$ cat config.mk
export PLATFORM = sky130hd
export DESIGN_NAME = mcs_sequencer
export DESIGN_NICKNAME = d
export VERILOG_FILES = /design/src/hdl/mcs_bus_cycle.v /design/src/hdl/mcs_sequencer.v
export VERILOG_INCLUDE_DIRS = /design/src /design/src/pkg
export SDC_FILE = /design/constraint.sdc
export NUM_CORES = 1
export LEC_CHECK = 0
export BUFFER_PORTS_ARGS = -buffer_cell sky130_fd_sc_hd__buf_2
export CAP_MARGIN = 5
export CELL_PAD_IN_SITES_DETAIL_PLACEMENT = 1
export CELL_PAD_IN_SITES_GLOBAL_PLACEMENT = 2
export CORE_ASPECT_RATIO = 1.25
export CORE_UTILIZATION = 35
export CTS_CLUSTER_SIZE = 8
export DETAILED_ROUTE_END_ITERATION = 12
export PLACE_DENSITY_LB_ADDON = 0.1
export SYNTH_ARGS = -nofsm -noshare
export SYNTH_HDL_FRONTEND = slang
export SYNTH_SLANG_ARGS = --single-unit
export TNS_END_PERCENT = 5
$ cat constraint.sdc
create_clock -name clock_in -period 2.9 [get_ports clock_in]
set_clock_uncertainty 0.1 [all_clocks]
set_input_delay 0.29 -clock clock_in [delete_from_list [all_inputs] [get_ports clock_in]]
set_output_delay 0.29 -clock clock_in [all_outputs]
set_load 0.01 [all_outputs]
$ cat src/pkg/mcs_map.vh
// Constants for the command sequencer host that drives a reprogrammable
// 4M x 16 memory: register offsets, operation codes, bus codes, timing.
// Assumes a 250 MHz controller clock and a 22-bit word address bus.
`ifndef MCS_MAP_VH
`define MCS_MAP_VH

// Register byte offsets on the software port
`define MCS_REG_CTRL 8'h00
`define MCS_REG_ADDR 8'h04
`define MCS_REG_WDATA 8'h08
`define MCS_REG_STATUS 8'h0C
`define MCS_REG_RDATA 8'h10

// Operation codes written to the low bits of the control register
`define MCS_OP_RESET 3'h0
`define MCS_OP_IDREAD 3'h1
`define MCS_OP_SEC_ENTER 3'h2
`define MCS_OP_SEC_EXIT 3'h3
`define MCS_OP_PROGRAM 3'h4
`define MCS_OP_ERASE 3'h5
`define MCS_OP_ARRAY_RD 3'h6
`define MCS_OP_HW_RESET 3'h7

// Status register field positions
`define MCS_ST_BUSY 0
`define MCS_ST_DONE 1
`define MCS_ST_FAIL 2
`define MCS_ST_IDMODE 3
`define MCS_ST_SECMODE 4

// Unlock locations and values, command codes
`define MCS_UNLOCK1_ADDR 22'h000555
`define MCS_UNLOCK2_ADDR 22'h0002AA
`define MCS_UNLOCK1_DATA 16'h00AA
`define MCS_UNLOCK2_DATA 16'h0055
`define MCS_CODE_RESET 16'h00F0
`define MCS_CODE_IDREAD 16'h0090
`define MCS_CODE_SEC_ENTER 16'h0088
`define MCS_CODE_EXIT_DATA 16'h0000
`define MCS_CODE_PROGRAM 16'h00A0
`define MCS_CODE_ERASE_SETUP 16'h0080
`define MCS_CODE_ERASE 16'h0010

// Status bit positions on the memory data bus, and the top address bit
`define MCS_POLL_BIT 7
`define MCS_TOGGLE_BIT 6
`define MCS_TLIMIT_BIT 5
`define MCS_TOP_ADDR_BIT 21

// Reset values of software registers
`define MCS_ADDR_RST 22'h000000
`define MCS_WDATA_RST 16'h0000

// Timing in ns, and least-time conversion to clock cycles (rounds up)
`define MCS_CLK_NS 4
`define MCS_T_SETUP_NS 20
`define MCS_T_WP_NS 50
`define MCS_T_HOLD_NS 20
`define MCS_T_ACC_NS 120
`define MCS_T_RP_NS 500
`define MCS_SYNC_LAT 3
`define MCS_CYC(ns) (((ns) + `MCS_CLK_NS - 1) / `MCS_CLK_NS)

`endif

$ cat src/hdl/mcs_bus_cycle.v
// One asynchronous memory bus cycle, write or read, on the chip select,
// write strobe and output strobe pins. Assumes one clock, sync reset.
`timescale 1ns/100ps
`default_nettype none
`include "mcs_map.vh"

module mcs_bus_cycle #(
    parameter ADDR_W = 22,
    parameter DATA_W = 16
) (
    // Clock and reset
    input wire clock_in,
    input wire sys_rst_in,
    // Request side
    input wire start_in,
    input wire write_in,
    input wire abort_in,
    input wire [ADDR_W-1:0] addr_in,
    input wire [DATA_W-1:0] data_in,
    output wire busy_out,
    output reg done_out,
    output reg [DATA_W-1:0] rdata_out,
    // Memory pins
    output reg [ADDR_W-1:0] mem_addr_out,
    output reg [DATA_W-1:0] mem_dq_out,
    output reg mem_dq_oe_out,
    input wire [DATA_W-1:0] mem_dq_in,
    output reg mem_ce_n_out,
    output reg mem_we_n_out,
    output reg mem_oe_n_out
);
    localparam [1:0] C_IDLE = 2'd0;
    localparam [1:0] C_SETUP = 2'd1;
    localparam [1:0] C_PULSE = 2'd2;
    localparam [1:0] C_HOLD = 2'd3;
    localparam integer SETUP_INT = `MCS_CYC(`MCS_T_SETUP_NS);
    localparam integer WP_INT = `MCS_CYC(`MCS_T_WP_NS);
    localparam integer HOLD_INT = `MCS_CYC(`MCS_T_HOLD_NS);
    // Sync latency is added so the sampled word is past the synchroniser
    localparam integer RD_INT = `MCS_CYC(`MCS_T_ACC_NS) + `MCS_SYNC_LAT;
    localparam [7:0] SETUP_CYC = SETUP_INT[7:0];
    localparam [7:0] WP_CYC = WP_INT[7:0];
    localparam [7:0] HOLD_CYC = HOLD_INT[7:0];
    localparam [7:0] RD_CYC = RD_INT[7:0];

    reg [1:0] st_reg;
    reg [7:0] cnt_reg;
    reg wr_reg;
    reg [DATA_W-1:0] s1_reg, s2_reg, s3_reg, stable_reg;

    assign busy_out = (st_reg != C_IDLE);

    // Pin synchroniser; a change counts once stages two and three agree
    always @(posedge clock_in)
    begin
        s1_reg <= mem_dq_in;
        s2_reg <= s1_reg;
        s3_reg <= s2_reg;
        if (sys_rst_in)
            stable_reg <= {DATA_W{1'b0}};
        else if (s2_reg == s3_reg)
            stable_reg <= s3_reg;
    end

    // Address settles before the strobe falls, data held past its rise
    always @(posedge clock_in)
    begin
        if (sys_rst_in || abort_in)
        begin
            st_reg <= C_IDLE;
            cnt_reg <= 8'h00;
            wr_reg <= 1'b0;
            done_out <= 1'b0;
            mem_dq_oe_out <= 1'b0;
            mem_ce_n_out <= 1'b1;
            mem_we_n_out <= 1'b1;
            mem_oe_n_out <= 1'b1;
        end
        else
        begin
            done_out <= 1'b0;
            case (st_reg)
                C_IDLE:
                    if (start_in)
                    begin
                        wr_reg <= write_in;
                        mem_dq_oe_out <= write_in;
                        mem_ce_n_out <= 1'b0;
                        cnt_reg <= SETUP_CYC - 8'h01;
                        st_reg <= C_SETUP;
                    end
                C_SETUP:
                    if (cnt_reg == 8'h00)
                    begin
                        mem_we_n_out <= ~wr_reg;
                        mem_oe_n_out <= wr_reg;
                        cnt_reg <= (wr_reg ? WP_CYC : RD_CYC) - 8'h01;
                        st_reg <= C_PULSE;
                    end
                    else
                        cnt_reg <= cnt_reg - 8'h01;
                C_PULSE:
                    if (cnt_reg == 8'h00)
                    begin
                        mem_we_n_out <= 1'b1; // Data latched on this rise
                        mem_oe_n_out <= 1'b1;
                        cnt_reg <= HOLD_CYC - 8'h01;
                        st_reg <= C_HOLD;
                    end
                    else
                        cnt_reg <= cnt_reg - 8'h01;
                C_HOLD:
                    if (cnt_reg == 8'h00)
                    begin
                        mem_ce_n_out <= 1'b1;
                        mem_dq_oe_out <= 1'b0;
                        done_out <= 1'b1;
                        st_reg <= C_IDLE;
                    end
                    else
                        cnt_reg <= cnt_reg - 8'h01;
                default:
                    st_reg <= C_IDLE;
            endcase
        end
    end

    // Address, write data and read result registers
    always @(posedge clock_in)
    begin
        if (sys_rst_in)
        begin
            mem_addr_out <= {ADDR_W{1'b0}};
            mem_dq_out <= {DATA_W{1'b0}};
            rdata_out <= {DATA_W{1'b0}};
        end
        else
        begin
            if (st_reg == C_IDLE && start_in)
            begin
                mem_addr_out <= addr_in;
                mem_dq_out <= data_in;
            end
            if (st_reg == C_PULSE && cnt_reg == 8'h00 && !wr_reg)
                rdata_out <= stable_reg;
        end
    end
endmodule // mcs_bus_cycle
`default_nettype wire

$ cat src/hdl/mcs_sequencer.v
// Host-side command sequencer for a reprogrammable 4M x 16 memory.
// Software orders operations over a plain register port; the block emits
// the unlock and command write cycles and polls for completion.
// Assumes the memory pins are wired straight to the mem_* ports.
//
// The address-and-strobe port and the address map were chosen for this implementation.
`timescale 1ns/100ps
`default_nettype none
`include "mcs_map.vh"

module mcs_sequencer #(
    parameter ADDR_W = 22,
    parameter DATA_W = 16
) (
    // Clock and reset
    input wire clock_in,
    input wire sys_rst_in,
    // Software register port
    input wire [7:0] reg_addr_in,
    input wire [31:0] reg_wdata_in,
    input wire reg_wr_in,
    input wire reg_rd_in,
    output reg [31:0] reg_rdata_out,
    // Memory pins
    output wire [ADDR_W-1:0] mem_addr_out,
    output wire [DATA_W-1:0] mem_dq_out,
    output wire mem_dq_oe_out,
    input wire [DATA_W-1:0] mem_dq_in,
    output wire mem_ce_n_out,
    output wire mem_we_n_out,
    output wire mem_oe_n_out,
    output wire mem_rst_n_out
);
    localparam [2:0] PH_IDLE = 3'd0;
    localparam [2:0] PH_WR = 3'd1;
    localparam [2:0] PH_RD = 3'd2;
    localparam [2:0] PH_POLL = 3'd3;
    localparam [2:0] PH_FAILRST = 3'd4;
    localparam [2:0] PH_HWRST = 3'd5;
    localparam integer RP_INT = `MCS_CYC(`MCS_T_RP_NS);
    localparam [7:0] RP_CYC = RP_INT[7:0];

    reg [2:0] phase_reg;
    reg [2:0] op_reg;
    reg [2:0] step_reg;
    reg wait_reg;
    reg start_reg;
    reg [ADDR_W-1:0] cyc_addr_reg;
    reg [DATA_W-1:0] cyc_data_reg;
    reg cyc_wr_reg;
    reg [ADDR_W-1:0] addr_reg;
    reg [DATA_W-1:0] wdata_reg;
    reg [DATA_W-1:0] rdata_reg;
    reg [DATA_W-1:0] prev_reg;
    reg have_prev_reg;
    reg tlimit_seen_reg;
    reg done_reg;
    reg fail_reg;
    reg id_mode_reg;
    reg sec_mode_reg;
    reg [7:0] rst_cnt_reg;
    reg rst_n_reg;
    wire cyc_busy;
    wire cyc_done;
    wire [DATA_W-1:0] cyc_rdata;
    wire ctrl_wr;
    wire [2:0] new_op;
    wire toggling;

    // Number of write cycles in each sequence
    function [2:0] seq_len;
        input [2:0] op;
        begin
            case (op)
                `MCS_OP_RESET: seq_len = 3'd1;
                `MCS_OP_SEC_EXIT: seq_len = 3'd4;
                `MCS_OP_PROGRAM: seq_len = 3'd4;
                `MCS_OP_ERASE: seq_len = 3'd6;
                default: seq_len = 3'd3;
            endcase
        end
    endfunction

    // Address of write cycle number st of operation op
    function [ADDR_W-1:0] seq_addr;
        input [2:0] op;
        input [2:0] st;
        input [ADDR_W-1:0] ua;
        reg [ADDR_W-1:0] a;
        begin
            a = `MCS_UNLOCK1_ADDR;
            if (op == `MCS_OP_RESET)
                a = ua; // Any address will do
            else if (st == 3'd1 || st == 3'd4)
                a = `MCS_UNLOCK2_ADDR;
            else if (st == 3'd3 && op != `MCS_OP_ERASE)
                a = ua; // Program target in any order
            // Top bit low in cycles three and four, target excepted
            if ((st == 3'd2 || st == 3'd3) && op != `MCS_OP_RESET &&
                !(st == 3'd3 && op == `MCS_OP_PROGRAM))
                a[`MCS_TOP_ADDR_BIT] = 1'b0;
            seq_addr = a;
        end
    endfunction

    // Data of write cycle number st of operation op
    function [DATA_W-1:0] seq_data;
        input [2:0] op;
        input [2:0] st;
        input [DATA_W-1:0] ud;
        begin
            seq_data = `MCS_UNLOCK1_DATA;
            if (op == `MCS_OP_RESET)
                seq_data = `MCS_CODE_RESET;
            else
                case (st)
                    3'd1, 3'd4: seq_data = `MCS_UNLOCK2_DATA;
                    3'd2:
                        case (op)
                            `MCS_OP_SEC_ENTER: seq_data = `MCS_CODE_SEC_ENTER;
                            `MCS_OP_PROGRAM: seq_data = `MCS_CODE_PROGRAM;
                            `MCS_OP_ERASE: seq_data = `MCS_CODE_ERASE_SETUP;
                            default: seq_data = `MCS_CODE_IDREAD;
                        endcase
                    3'd3:
                        if (op == `MCS_OP_PROGRAM)
                            seq_data = ud;
                        else if (op == `MCS_OP_SEC_EXIT)
                            seq_data = `MCS_CODE_EXIT_DATA;
                    3'd5: seq_data = `MCS_CODE_ERASE;
                    default: seq_data = `MCS_UNLOCK1_DATA;
                endcase
        end
    endfunction

    assign ctrl_wr = reg_wr_in && (reg_addr_in == `MCS_REG_CTRL);
    assign new_op = reg_wdata_in[2:0];
    assign toggling = (cyc_rdata[`MCS_TOGGLE_BIT] != prev_reg[`MCS_TOGGLE_BIT]);
    // Reset pin comes from a flop: a decoded phase could glitch it low
    assign mem_rst_n_out = rst_n_reg;

    mcs_bus_cycle #(
        .ADDR_W(ADDR_W),
        .DATA_W(DATA_W)
    ) u_mcs_bus_cycle (
        .clock_in(clock_in),
        .sys_rst_in(sys_rst_in),
        .start_in(start_reg),
        .write_in(cyc_wr_reg),
        .abort_in(phase_reg == PH_HWRST),
        .addr_in(cyc_addr_reg),
        .data_in(cyc_data_reg),
        .busy_out(cyc_busy),
        .done_out(cyc_done),
        .rdata_out(cyc_rdata),
        .mem_addr_out(mem_addr_out),
        .mem_dq_out(mem_dq_out),
        .mem_dq_oe_out(mem_dq_oe_out),
        .mem_dq_in(mem_dq_in),
        .mem_ce_n_out(mem_ce_n_out),
        .mem_we_n_out(mem_we_n_out),
        .mem_oe_n_out(mem_oe_n_out)
    );

    // Pin held low while the hardware reset phase lasts
    always @(posedge clock_in)
    begin
        if (sys_rst_in)
            rst_n_reg <= 1'b1;
        else
            rst_n_reg <= (phase_reg != PH_HWRST);
    end

    // Software-written operands
    always @(posedge clock_in)
    begin
        if (sys_rst_in)
        begin
            addr_reg <= `MCS_ADDR_RST;
            wdata_reg <= `MCS_WDATA_RST;
        end
        else if (reg_wr_in)
        begin
            if (reg_addr_in == `MCS_REG_ADDR)
                addr_reg <= reg_wdata_in[ADDR_W-1:0];
            if (reg_addr_in == `MCS_REG_WDATA)
                wdata_reg <= reg_wdata_in[DATA_W-1:0];
        end
    end

    // Register read port, answer stands one cycle after the strobe
    always @(posedge clock_in)
    begin
        if (sys_rst_in)
            reg_rdata_out <= 32'h00000000;
        else if (!reg_rd_in)
            reg_rdata_out <= 32'h00000000;
        else
            case (reg_addr_in)
                `MCS_REG_ADDR: reg_rdata_out <= {10'h000, addr_reg};
                `MCS_REG_WDATA: reg_rdata_out <= {16'h0000, wdata_reg};
                `MCS_REG_STATUS: reg_rdata_out <= {27'h0000000, sec_mode_reg,
                    id_mode_reg, fail_reg, done_reg, phase_reg != PH_IDLE};
                `MCS_REG_RDATA: reg_rdata_out <= {16'h0000, rdata_reg};
                default: reg_rdata_out <= 32'h00000000;
            endcase
    end

    // Sequencer: issues cycles, polls status bits, tracks device mode.
    // Orders other than hardware reset are ignored while busy, since the
    // device ignores commands during its algorithms anyway
    always @(posedge clock_in)
    begin
        if (sys_rst_in)
        begin
            phase_reg <= PH_IDLE;
            op_reg <= `MCS_OP_RESET;
            step_reg <= 3'd0;
            wait_reg <= 1'b0;
            start_reg <= 1'b0;
            cyc_addr_reg <= {ADDR_W{1'b0}};
            cyc_data_reg <= {DATA_W{1'b0}};
            cyc_wr_reg <= 1'b0;
            rdata_reg <= {DATA_W{1'b0}};
            prev_reg <= {DATA_W{1'b0}};
            have_prev_reg <= 1'b0;
            tlimit_seen_reg <= 1'b0;
            done_reg <= 1'b0;
            fail_reg <= 1'b0;
            id_mode_reg <= 1'b0; // Device starts in array read
            sec_mode_reg <= 1'b0;
            rst_cnt_reg <= 8'h00;
        end
        else
        begin
            start_reg <= 1'b0;
            if (ctrl_wr && (phase_reg == PH_IDLE ||
                new_op == `MCS_OP_HW_RESET))
            begin
                op_reg <= new_op;
                step_reg <= 3'd0;
                wait_reg <= 1'b0;
                have_prev_reg <= 1'b0;
                tlimit_seen_reg <= 1'b0;
                done_reg <= 1'b0;
                fail_reg <= 1'b0;
                rst_cnt_reg <= RP_CYC - 8'h01;
                case (new_op)
                    `MCS_OP_HW_RESET: phase_reg <= PH_HWRST;
                    `MCS_OP_ARRAY_RD: phase_reg <= PH_RD;
                    default: phase_reg <= PH_WR;
                endcase
            end
            else if (phase_reg == PH_HWRST)
            begin
                // Device drops all modes under its reset pin
                if (rst_cnt_reg == 8'h00)
                begin
                    phase_reg <= PH_IDLE;
                    done_reg <= 1'b1;
                    id_mode_reg <= 1'b0;
                    sec_mode_reg <= 1'b0;
                end
                else
                    rst_cnt_reg <= rst_cnt_reg - 8'h01;
            end
            else if (phase_reg != PH_IDLE && !wait_reg && !cyc_busy)
            begin
                // Launch the next cycle of the current phase
                start_reg <= 1'b1;
                wait_reg <= 1'b1;
                cyc_wr_reg <= (phase_reg == PH_WR || phase_reg == PH_FAILRST);
                cyc_addr_reg <= seq_addr(op_reg, step_reg, addr_reg);
                cyc_data_reg <= seq_data(op_reg, step_reg, wdata_reg);
                if (phase_reg == PH_FAILRST)
                    cyc_data_reg <= `MCS_CODE_RESET;
                if (phase_reg == PH_RD && op_reg == `MCS_OP_IDREAD)
                    cyc_addr_reg <= {1'b0, addr_reg[ADDR_W-2:0]};
                else if (phase_reg == PH_RD || phase_reg == PH_POLL)
                    cyc_addr_reg <= addr_reg; // Poll at program address
            end
            else if (cyc_done && wait_reg)
            begin
                wait_reg <= 1'b0;
                case (phase_reg)
                    PH_WR:
                        if (step_reg + 3'd1 == seq_len(op_reg))
                        begin
                            step_reg <= 3'd0;
                            if (op_reg == `MCS_OP_IDREAD)
                                phase_reg <= PH_RD; // Code read
                            else if (op_reg == `MCS_OP_PROGRAM ||
                                     op_reg == `MCS_OP_ERASE)
                                phase_reg <= PH_POLL;
                            else
                            begin
                                phase_reg <= PH_IDLE;
                                done_reg <= 1'b1;
                                // Reset leaves identification
                                if (op_reg == `MCS_OP_RESET)
                                    id_mode_reg <= 1'b0;
                                if (op_reg == `MCS_OP_SEC_ENTER)
                                    sec_mode_reg <= 1'b1;
                                if (op_reg == `MCS_OP_SEC_EXIT)
                                    sec_mode_reg <= 1'b0;
                            end
                        end
                        else
                            step_reg <= step_reg + 3'd1;
                    PH_RD:
                    begin
                        rdata_reg <= cyc_rdata;
                        phase_reg <= PH_IDLE;
                        done_reg <= 1'b1;
                        if (op_reg == `MCS_OP_IDREAD)
                            id_mode_reg <= 1'b1; // Stays until reset
                    end
                    PH_POLL:
                    begin
                        rdata_reg <= cyc_rdata;
                        prev_reg <= cyc_rdata;
                        have_prev_reg <= 1'b1;
                        if (have_prev_reg && !toggling)
                        begin
                            // Toggling stopped: device back in array read
                            phase_reg <= PH_IDLE;
                            done_reg <= 1'b1;
                        end
                        else if (have_prev_reg && tlimit_seen_reg)
                        begin
                            phase_reg <= PH_FAILRST;
                            fail_reg <= 1'b1;
                        end
                        else if (have_prev_reg)
                            tlimit_seen_reg <= cyc_rdata[`MCS_TLIMIT_BIT];
                    end
                    PH_FAILRST:
                    begin
                        phase_reg <= PH_IDLE; // Reset written after failure
                        done_reg <= 1'b1;
                    end
                    default:
                        phase_reg <= PH_IDLE;
                endcase
            end
        end
    end
endmodule // mcs_sequencer
`default_nettype wire

==> run summary <==
The run finished with clean final reports. From left edge to right edge, the die measures 158 um. IR analysis of the VDD net gives a maximum drop of 550 uV. The number of clock buffers added by TritonCTS is 40. Following the worst setup path forward leads to its endpoint at cyc_addr_reg[12]. Using the TritonRoute via totals, the vias-per-cell ratio works out to 4.88.

CTS saw 276 sinks. The worst register-to-register path begins at step_reg[0]. The largest fanout of any net on the critical path works out to 11.

The wire length of the first global-routing pass is 46.5 mm, and the overall routing resource usage is 19.0%. Proportion of register bits with asynchronous set or reset after synthesis: 0%. Leading area contributor after synthesis: dfxtp_1. Setup repair after global routing left no endpoint under its margin. The clock transition at the register clock pins on the worst setup and hold paths after CTS works out to 0.05 ns.

The logs give 4 for the first-pass iteration count of the detailed router and 30100 um2 for the area of the core. Gates resized during post-CTS repair numbered 0. The number of remaining DRC errors is 0.

The clock passes through at most 3 buffers. The capture instance of the worst register-to-register path was cyc_addr_reg[12]. The H-tree generated during clock tree synthesis spans 2 levels. The initial antenna violation count came out at 2. The post-synthesis register bit count came out at 276. The tightest hold path in the finished design has a slack of 0.0841 ns. The number of violations of the max-capacitance limit was 0; the final routed wirelength across all metal layers was 28.7 mm. For the number of warnings issued by yosys, the log shows 0.

Entering global routing, the biggest net connects 73 pins. The share of the Yosys chip area taken by registers is 51.6%. The post-CTS setup-driven buffer insertion count was 0; the final period utilization was 89.0%. Total of buffers placed on input and output ports: 114. TritonCTS built the clock tree. Detailed placement ended at an HPWL of 20.1 mm. The floorplan row count is 71. STA classifies the critical path endpoint as a register. The area overhead of the layout relative to synthesis was 22.0%; the die height was 197 um. The number of global-route vias before repair is 8927. Data on the critical path is required at its endpoint by 3.26 ns. The mapped netlist covers 10700 um2.

In this run the biggest area consumer among cell types represents 51.6% of the synthesized area. The slowest stage cell on the critical path is nor3b_2. Clock tree synthesis selected as its root buffer the cell clkbuf_16.

In the synthesized netlist, the number of instances is 1219. Number of distinct library cell variants in the gate-level netlist after synthesis: 76. The tools report the timing startpoint of the critical path as step_reg[0].

Setup violations remaining at the end of the flow were counted as 0. The cell leakage power was 5.00 nW. At the end of routability-driven placement, the weighted congestion stood at 0.787.

The run gives 0 as the number of failing hold endpoints at the final stage. Setup slack of the worst register-to-register path: 0.32 ns. Max-slew violation total from the final report: 0. By area the synthesized netlist is led by dfxtp_1 52%, nand2_1 8.5%, a21oi_1 8.0%. At the worst endpoint, the arrival time is 2.94 ns.

For this run the aggregate overflow at the end of global routing stands at 0. The initial standard-cell utilization of the core came out at 35.5%. The number of enable flip-flop cells after synthesis works out to 0.

After synthesis, the mean cell area works out to 8.78 um2. The slew at the pin with the worst max-slew slack was 0.914 ns; the number of nets at the end of the flow was 1435. The number of cell instances on the worst register-to-register path is 8, and the remaining max-slew budget at the tightest pin is 38.8%.

The total via count after detailed routing is 8628, and the upper clock frequency limit is 0.388 GHz. The number of I/O pins came out at 135. Traced cell by cell, the critical path runs through ha_1, ha_1, inv_1, o21ai_1, a21oi_1, nor3b_2, a22oi_1, nor2_1.

In the synthesized netlist the dominant register cell turns out to be dfxtp_1. The completed layout was analyzed and its total power is 8.95 mW. The worst-skew pair later-pin latency was 0.54 ns; the power per standard cell area was 686 nW/um2.

The post-layout minimum cycle time works out to 2.58 ns. The most numerous cell type found on the critical path is ha_1. The detail route stage leaves a number of antenna-violating nets equal to 0. After the first detailed-routing iteration, the DRC count stood at 395.

The run gives 31300 um2 as the floorplan die area. The worst hold path belongs to the class in2reg. Dividing the detail-routed wire length by the instance count gives 16.2 um.

Of the cells placed in the final design, the portion with a size suffix greater than 1 is 15.3%. After routing, the total negative slack on setup checks comes to 0 ns. The worst setup path is of the reg2reg kind. The largest stage delay on the critical path was 0.75 ns. STA classifies the critical path startpoint as a register.
==> cell families (layout without fill, tap and decap cells) <==
logic type | after synthesis | in the layout | synth area share [%]
xor gates and xnor gates | 31 | 31 | 2.54
buffers and inverters | 98 | 235 | 4.61
AOI/OAI and AO/OA | 271 | 271 | 15.1
DFF | 276 | 276 | 51.6
adders and majority gates | 12 | 12 | 1.40
and+or+nand+nor | 498 | 498 | 21.5
muxes | 32 | 32 | 3.12
other | 1 | 12 | 0.0351
==> synth_stat cells (6+ instances only) <==
cell / n
a21oi_1: 171
buf_6: 6
xnor2_1: 8
clkbuf_1: 41
a211oi_1: 7
o211ai_1: 9
nand3_1: 33
nand2_1: 241
ha_1: 12
and2_1: 10
mux2i_1: 27
xor2_1: 23
nor2_1: 114
inv_1: 16
nand2b_1: 18
and3_1: 6
a22oi_1: 28
or3_1: 8
o21ai_0: 18
dfxtp_1: 276
a311oi_1: 8
buf_2: 16
buf_4: 16
nor3_1: 17
nor2b_1: 14
==> critical path, delay by kind of cell, from the launching register on <==
kind	cells	cell delay, ns
adders and majority gates	2	0.48
AOI/OAI and AO/OA	3	0.43
buffers and inverters	1	0.16
DFF	1	0.43
and+or+nand+nor	2	0.89
==> repair_timing <==
item | CTS | global route
hold buffers | 38 | 0
endpoints found under the hold margin | 57 | 0
setup endpoints to repair | 0 | 0
==> layout make-up <==
| type | count | area, um2 |
|---|---|---|
| Antenna cell | 2 | 5.00 |
| Clock buffer | 41 | 1030 |
| Clock inverter | 3 | 70.1 |
| Fill cell | 3502 | 17100 |
| Inverter | 16 | 60.1 |
| Multi-Input combinational cell | 854 | 4720 |
| Sequential cell | 276 | 5530 |
| Tap cell | 401 | 502 |
| Timing Repair Buffer | 175 | 1140 |
==> worst min-delay path by stage <==
| stage | slack, ns | end | cells past startpoint | from |
|---|---|---|---|---|
| 2_1_floorplan | 0.21 | u_mcs_bus_cycle.s2_reg[0] | 0 | u_mcs_bus_cycle.s1_reg[0] |
| 3_3_place_gp | 0.21 | u_mcs_bus_cycle.s2_reg[12] | 0 | u_mcs_bus_cycle.s1_reg[12] |
| 3_5_place_dp | 0.21 | u_mcs_bus_cycle.s2_reg[12] | 0 | u_mcs_bus_cycle.s1_reg[12] |
| 4_1_cts | 0.1 | op_reg[0] | 2 | sys_rst_in |
| 5_1_grt | 0.12 | cyc_data_reg[3] | 2 | sys_rst_in |
| 6_report | 0.08 | op_reg[1] | 2 | sys_rst_in |
==> power breakdown <==
group / leakage (nW) / total, mW / internal [mW] / switching, mW
sequential: 2.24 / 3.94 / 3.88 / 0.0621
clock: 0.539 / 4.19 / 2.58 / 1.61
combinational: 2.22 / 0.820 / 0.290 / 0.530
==> through the flow <==
stage	util [%]	setup WS, ns	area [um2]	std cells
after floorplan	-	0.722	10700	1228
after global placement	38.4	0.383	11600	1684
after detailed placement	38.4	0.305	11600	1684
after CTS	43.3	0.260	13000	1766
after global routing	43.3	0.0457	13000	1767
final	43.3	0.320	13000	1768
==> placed cells by master, fill, tap and decap left out, drive strengths merged, types with 4 or more instances in the layout <==
cell and instances:
a211oi 8, a21o 4, a21oi 173, a22oi 28
a311oi 8, a31oi 6, and2 10, and3 6
buf 137, clkbuf 41, conb 10, dfxtp 276
dlygate4sd3 38, ha 12, inv 18, mux2 5
mux2i 27, nand2 242, nand2b 19, nand3 34
nor2 115, nor2b 15, nor3 18, nor3b 6
nor4 7, o211ai 9, o21ai 21, or3 8
xnor2 8, xor2 23
==> per-layer routing <==
layer	GRT usage [%]	wire, um	share of wire, %
met5	0	0	0
met4	7.12	819	2.9
met3	3.47	995	3.5
met2	32.4	13600	47
met1	23.6	13300	46
Note: power is estimated with default switching activity, not from simulation.
